File: config.mk
export PLATFORM = sky130hd
export DESIGN_NAME = nis_status
export DESIGN_NICKNAME = d
export VERILOG_FILES = /design/src/hdl/nis_pkg.sv /design/src/hdl/nis_status.sv
export SDC_FILE = /design/constraint.sdc
export NUM_CORES = 1
export LEC_CHECK = 0
export BUFFER_PORTS_ARGS = -buffer_cell sky130_fd_sc_hd__buf_2
export CORE_ASPECT_RATIO = 1.25
export CORE_MARGIN = 4
export CORE_UTILIZATION = 46
export CTS_BUF_LIST = sky130_fd_sc_hd__clkbuf_8
export DETAILED_ROUTE_END_ITERATION = 6
export HOLD_SLACK_MARGIN = 0.08
export PLACE_DENSITY = 0.85
export SYNTH_ARGS = -nofsm -noshare
export SYNTH_HDL_FRONTEND = slang
export SYNTH_SLANG_ARGS = --single-unit
File: constraint.sdc
create_clock -name clk -period 1.51 [get_ports clk]
set_input_delay 0.151 -clock clk [delete_from_list [all_inputs] [get_ports clk]]
set_output_delay 0.151 -clock clk [all_outputs]
set_load 0.02 [all_outputs]
File: src/hdl/nis_pkg.sv
// Package: register map, field positions and event carriers of the status block
package nis_pkg;

  // Register offsets
  localparam logic [7:0] NIS_OFS_MAIN_IRQ = 8'h1a;
  localparam logic [7:0] NIS_OFS_ERR_WAKE = 8'h1c;
  localparam logic [7:0] NIS_OFS_PT_FLAGS = 8'h1d;
  localparam logic [7:0] NIS_OFS_FIFO_LO = 8'h1e;
  localparam logic [7:0] NIS_OFS_FIFO_HI = 8'h1f;

  // Error and wake-up flag positions
  localparam int NIS_EW_CRC = 7;
  localparam int NIS_EW_PAR = 6;
  localparam int NIS_EW_SOFT = 5;
  localparam int NIS_EW_HARD = 4;
  localparam int NIS_EW_WT = 3;
  localparam int NIS_EW_AMP = 2;
  localparam int NIS_EW_PHS = 1;

  // Passive target flag positions
  localparam int NIS_PT_PPON2 = 7;
  localparam int NIS_PT_SLWL = 6;
  localparam int NIS_PT_APON = 5;
  localparam int NIS_PT_RXE = 4;
  localparam int NIS_PT_WUF = 3;
  localparam int NIS_PT_WUAS = 1;
  localparam int NIS_PT_WUA = 0;

  // Second FIFO status field positions
  localparam int NIS_F2_CNT_HI = 6;
  localparam int NIS_F2_UNF = 5;
  localparam int NIS_F2_OVR = 4;
  localparam int NIS_F2_LB = 1;
  localparam int NIS_F2_NP = 0;

  // Reset values and limits
  localparam logic [7:0] NIS_FLAGS_RST = 8'h00;
  localparam logic [7:0] NIS_EW_VALID = 8'hfe;
  localparam logic [7:0] NIS_PT_VALID = 8'hfb;
  localparam logic [9:0] NIS_FIFO_MAX = 10'h200;
  localparam logic [3:0] NIS_SLOT_WL = 4'h4;

  // Error and wake-up events, one-cycle pulses
  typedef struct packed {
    logic crc_err;
    logic parity_err;
    logic soft_framing;
    logic hard_framing;
    logic wakeup_timeout;
    logic amp_over_ref;
    logic phase_over_ref;
  } nis_err_ev_t;

  // Passive target events, one-cycle pulses except the free_slots and pta_state levels
  typedef struct packed {
    logic ppon2_timer;
    logic [3:0] free_slots;
    logic apon_no_coll;
    logic rx_end_auto;
    logic sensf_resp_sent;
    logic [3:0] pta_state;
  } nis_pt_ev_t;

  // FIFO state as seen by the status view
  typedef struct packed {
    logic [9:0] byte_count;
    logic underflow;
    logic overflow;
    logic [2:0] last_bits;
    logic no_parity;
  } nis_fifo_t;

  // ISO-A passive target state codes
  typedef enum logic [3:0] {
    NIS_PTA_OFF = 4'b0000,
    NIS_PTA_IDLE = 4'b0001,
    NIS_PTA_RDY1 = 4'b0010,
    NIS_PTA_RDY2 = 4'b0011,
    NIS_PTA_ACT = 4'b0101,
    NIS_PTA_HALT = 4'b1001,
    NIS_PTA_RDY1S = 4'b1010,
    NIS_PTA_RDY2S = 4'b1011,
    NIS_PTA_ACTS = 4'b1101
  } nis_pta_t;

endpackage

File: src/hdl/nis_status.sv
// Error, wake-up and passive target flags with FIFO status view
// Function
// Bits 7/6 flag CRC and parity errors
// Bit 5 flags soft framing error
// Bit 4 flags hard framing error
// Bit 3 on wake-up timeout if selected
// Bit 2 on amplitude above reference
// Bit 1 on phase above reference
// Main register read clears error/wake flags
// Passive bit 7 on second field-on timer
// Passive bit 6 when four slots remain
// Passive bit 5 after field switched on
// Passive bit 4 at automatic answer receive end
// Passive bit 3 after SENSF response sent
// Passive bit 1 on entering starred active
// Passive bit 0 on entering active
// Reading passive register clears its flags
// Ten-bit byte count split over two registers
// FIFO underflow bit 5, overflow bit 4
// Bits 3..1 give last byte bit count
// Bit 0 marks missing parity
// Host ignores last-byte fields on hard framing
// Reserved bits read zero, writes ignored
//
// The plain strobed port is this design's own decision.
`timescale 1ns/1ps
module nis_status
  import nis_pkg::*;
#(
  parameter int CNT_W = 10
)(
  // Clock and reset
  input wire logic clk,
  input wire logic sys_rst,
  // Register port
  input wire logic [7:0] reg_addr,
  input wire logic [7:0] reg_wdata,
  input wire logic reg_wr,
  input wire logic reg_rd,
  output logic [7:0] reg_rdata,
  // Event sources
  input wire nis_err_ev_t err_ev,
  input wire nis_pt_ev_t pt_ev,
  input wire nis_fifo_t fifo_st,
  input wire logic wt_irq_every,
  // Flag view for the main interrupt logic
  output logic err_pending,
  output logic pt_pending
);

  // Refuse any count width other than the ten bits the register split carries
  if (CNT_W != 10)
  begin : g_cnt_w_check
    $error("nis_status: byte count width must be 10");
  end

  logic [7:0] err_ff;
  logic [7:0] pt_ff;
  logic [7:0] rdata_ff;
  logic [3:0] pta_prev_ff;
  logic [3:0] slots_prev_ff;
  logic [7:0] nxt_err_set;
  logic [7:0] nxt_pt_set;
  logic rd_main;
  logic rd_pt;
  logic enter_act;
  logic enter_acts;
  logic slot_hit;

  assign rd_main = reg_rd && (reg_addr == NIS_OFS_MAIN_IRQ);
  assign rd_pt = reg_rd && (reg_addr == NIS_OFS_PT_FLAGS);
  assign enter_act = (pt_ev.pta_state == NIS_PTA_ACT) && (pta_prev_ff != NIS_PTA_ACT);
  assign enter_acts = (pt_ev.pta_state == NIS_PTA_ACTS) && (pta_prev_ff != NIS_PTA_ACTS);
  assign slot_hit = (pt_ev.free_slots == NIS_SLOT_WL) && (slots_prev_ff != NIS_SLOT_WL);

  // Event set vectors
  always_comb
  begin
    nxt_err_set = NIS_FLAGS_RST;
    nxt_err_set[NIS_EW_CRC] = err_ev.crc_err;
    nxt_err_set[NIS_EW_PAR] = err_ev.parity_err;
    nxt_err_set[NIS_EW_SOFT] = err_ev.soft_framing;
    nxt_err_set[NIS_EW_HARD] = err_ev.hard_framing;
    nxt_err_set[NIS_EW_WT] = err_ev.wakeup_timeout && wt_irq_every;
    nxt_err_set[NIS_EW_AMP] = err_ev.amp_over_ref;
    nxt_err_set[NIS_EW_PHS] = err_ev.phase_over_ref;
    nxt_pt_set = NIS_FLAGS_RST;
    nxt_pt_set[NIS_PT_PPON2] = pt_ev.ppon2_timer;
    nxt_pt_set[NIS_PT_SLWL] = slot_hit;
    nxt_pt_set[NIS_PT_APON] = pt_ev.apon_no_coll;
    nxt_pt_set[NIS_PT_RXE] = pt_ev.rx_end_auto;
    nxt_pt_set[NIS_PT_WUF] = pt_ev.sensf_resp_sent;
    nxt_pt_set[NIS_PT_WUAS] = enter_acts;
    nxt_pt_set[NIS_PT_WUA] = enter_act;
  end

  // State history for edge events
  always_ff @(posedge clk)
  begin
    if (sys_rst)
    begin
      // Track levels in reset so release shows no false entry
      pta_prev_ff <= pt_ev.pta_state;
      slots_prev_ff <= pt_ev.free_slots;
    end
    else
    begin
      pta_prev_ff <= pt_ev.pta_state;
      slots_prev_ff <= pt_ev.free_slots;
    end
  end

  // Error and wake-up flags, set wins over clear
  always_ff @(posedge clk)
  begin
    if (sys_rst)
      err_ff <= NIS_FLAGS_RST;
    else if (rd_main)
      err_ff <= nxt_err_set & NIS_EW_VALID;
    else
      err_ff <= (err_ff | nxt_err_set) & NIS_EW_VALID;
  end

  // Passive target flags, set wins over clear
  always_ff @(posedge clk)
  begin
    if (sys_rst)
      pt_ff <= NIS_FLAGS_RST;
    else if (rd_pt)
      pt_ff <= nxt_pt_set & NIS_PT_VALID;
    else
      pt_ff <= (pt_ff | nxt_pt_set) & NIS_PT_VALID;
  end

  // Read data, one cycle after the strobe; writes change nothing here
  always_ff @(posedge clk)
  begin
    if (sys_rst)
      rdata_ff <= 8'h00;
    else if (reg_rd)
    begin
      case (reg_addr)
        NIS_OFS_ERR_WAKE: rdata_ff <= err_ff;
        NIS_OFS_PT_FLAGS: rdata_ff <= pt_ff;
        NIS_OFS_FIFO_LO: rdata_ff <= fifo_st.byte_count[7:0];
        NIS_OFS_FIFO_HI: rdata_ff <= {fifo_st.byte_count[9:8],
                                      fifo_st.underflow, fifo_st.overflow,
                                      fifo_st.last_bits,
                                      fifo_st.no_parity};
        default: rdata_ff <= 8'h00;
      endcase
    end
    else
      rdata_ff <= 8'h00;
  end

  assign reg_rdata = rdata_ff;
  assign err_pending = |err_ff;
  assign pt_pending = |pt_ff;
endmodule // nis_status
==> flow_summary.toml <==
[grt]
grt_pass1_wl_um = 5437
first_global_vias = 1288
track_usage_pct = 18.53
grt_overflow = 0
grt_max_degree = 15
antenna_found_initial = 0

[power]
p_leak_nw = 0.7826
ir_drop_v = 0.0006969
power-per-cell-area_nw_per_um2 = 911.1

[placement]
dp_cells = 227
gp_congestion = 0.7697
dpl.hpwl_um = 2394
io_buffers = 56
post-place-ws_ns = 0.1131

[routing]
routedWlPerCell_um = 13.15
ant_nets = 0
first_pass_iters = 4
viasPerCell = 5.434
drc_errors = 0
vias = 1315
wl_um = 3183
drt_iter0_drc = 54

[final_layout]
drive_gt1_share_pct = 37.02
n_antenna_cell = 0
n_fill_cell = 245
syn_to_final_growth_pct = 37.39
fin_nets = 264
instances_no_fill = 242

[synthesis]
postSynthNetCount = 196
synth_area_um2 = 1305
yosysSeqAreaShare_pct = 46.02
postSynthCellCount = 140
ys_types = 30
syn_area_per_cell_um2 = 9.321
ys_warn_count = 0
synth-seq-cells = 30

[sta]
setup_viol = 0
tns_ns = 0
finalMaxSlewViolations = 0
setup_slack_ns = 0.2205
period_minus_slack_ns = 1.290
tightest_slew_ns = 0.3170
max_slew_margin_pct = 78.59
timing_hold_violations_final = 0
clock_skew_ns = 0.007918
grt_setup_unrepaired = "no"
fmaxAchievable_mhz = 775.5
finalCritPeriodShare_pct = 85.40

[critical_path]
path_max_fanout = 3
cp.required_ns = 1.36
cp-end-kind = "output pin"
critPathKind = "reg2out"
rrSetupSlack_ns = 0.45
worst_setup_path_start_kind = "register"
arrival_ns = 1.14

[die]
start_util_pct = 48.22
die_y_um = 67.55
die_w_um = 55.64
fp-row-count = 21
io_pins = 66
core-area_um2 = 2706
die_area_um2 = 3758

[clock_tree]
cts_buffers = 5
cts_resized = 0
cts-root-buf = "clkbuf_8"
clk_latency_ns = 0.28
cts_htree_levels = 2
cts.path.max_buffers = 2
tritoncts = "yes"
clock_sinks = 30
clkTransAtPathRegs_ns = 0.06

[worst_hold_path]
min_path_type = "in2reg"

[run]
maxCapViolCount = 0

[outcome]
status = "finished, final reports clean"
-- registers in the layout, indices dropped and copies added, names as in the netlist --
signal         cells
slots_prev_ff      4
err_ff             7
pta_prev_ff        4
pt_ff              7
reg_rdata          8
-- logic make-up (layout without fill, tap and decap cells) --
group                  Yosys count  in the layout  share of synthesized area, %
AO/OA/AOI/OAI                   37             37                         17.93
AND/OR/NAND/NOR                 45             45                         23.20
buffers and inverters           20             88                         5.944
multiplexers                     8              8                         6.903
flip-flops                      30             30                         46.02
-- layer usage --
metal  share of wire [%]  track usage [%]  vias to the layer above
met4                 1.6            8.511                        0
met5                   0                0                        -
met1                  38            18.55                      592
li1                    -                -                      660
met2                  51            33.14                       57
met3                 9.5            8.413                        6
-- cells in the mapped netlist, drive strengths merged --
library cell  instances  area [um^2]
a21oi                15        75.07
a22oi                 1        7.510
a31oi                 6        37.54
and3b                 1        8.760
and4b                 1        10.01
and4bb                1        12.51
buf                   5        21.27
clkbuf                4        15.01
dfxtp                30        600.6
inv                  11        41.29
mux2                  8        90.09
nand2                 4        15.01
nand2b                1        6.260
nand3                18        90.09
nand3b                2        15.01
nand4                 1        6.260
nand4b                2        17.52
nand4bb               1        27.53
nor2                  2        7.510
nor2b                 1        6.260
nor3                  2        10.01
nor4                  2        12.51
nor4b                 2        17.52
nor4bb                1        10.01
o31ai                14        105.1
o41ai                 1        8.760
or3b                  1        8.760
or4b                  1        10.01
or4bb                 1        11.26
-- cell usage in the layout (no fill, tap or decap) --
cell,count
nand4bb_4,1
mux2_2,8
nor4bb_1,1
o41ai_1,1
inv_1,13
buf_2,56
or3b_1,1
buf_4,6
dlygate4sd3_1,8
clkbuf_8,5
nand2_1,4
nor4b_1,2
and3b_1,1
or4bb_1,1
nor3_1,2
or4b_1,1
dfxtp_1,30
a21oi_1,15
and4b_1,1
a22oi_1,1
nand4b_1,2
a31oi_1,6
nand4_1,1
nor2_1,2
nand2b_1,1
nor4_1,2
and4bb_2,1
nand3_1,18
nor2b_1,1
nand3b_1,2
o31ai_1,14
-- critical path: stages (launching register included) --
cell     delay (ns)
dfxtp_1        0.34
nor4_1         0.27
nand2_1        0.08
buf_2          0.16
-- cell type report --
cell class | count | area, um^2 | area share (%)
Tap cell | 34 | 42.54 | 2.373
Clock inverter | 2 | 7.507 | 0.4187
Clock buffer | 5 | 68.82 | 3.838
Timing Repair Buffer | 70 | 405.4 | 22.61
Sequential cell | 30 | 600.6 | 33.50
Multi-Input combinational cell | 90 | 626.9 | 34.96
Inverter | 11 | 41.29 | 2.303
-- power breakdown --
group,internal [mW],leakage (nW),switching [mW]
clock,0.302,0.0466,0.266
sequential,0.828,0.248,0.0223
combinational,0.119,0.488,0.0960
total,1.25,0.783,0.384
-- what timing repair did --
| item | in CTS | in global routing |
|---|---|---|
| hold buffers | 8 | 0 |
| buffers inserted | 0 | 0 |
| hold endpoints to repair | 8 | 0 |
-- per-stage QoR --
step	hold slack [ns]	cell area, um^2	power [mW]	util (%)
3_5_place_dp	0.2672	1637	1.065	60.47
6_report	0.09819	1793	1.634	66.25
4_1_cts	0.09428	1793	1.648	66.25
5_1_grt	0.1039	1793	1.725	66.25
3_3_place_gp	0.2643	1637	1.061	60.47
2_1_floorplan	0.1787	1305	0.9634	-
-- worst paths after layout --
check / from / endpoint / depth (start not counted)
max: pt_ff[4]$_SDFF_PP0_ / pt_pending / 3
min: pt_ev[4] / pt_ff[3]$_SDFF_PP0_ / 3
max reg2reg: pta_prev_ff[2]$_DFF_P_ / pt_ff[0]$_SDFF_PP0_ / 3
min reg2reg: err_ff[2]$_SDFF_PP0_ / err_ff[2]$_SDFF_PP0_ / 2
Power figures use the tool's default switching activity.
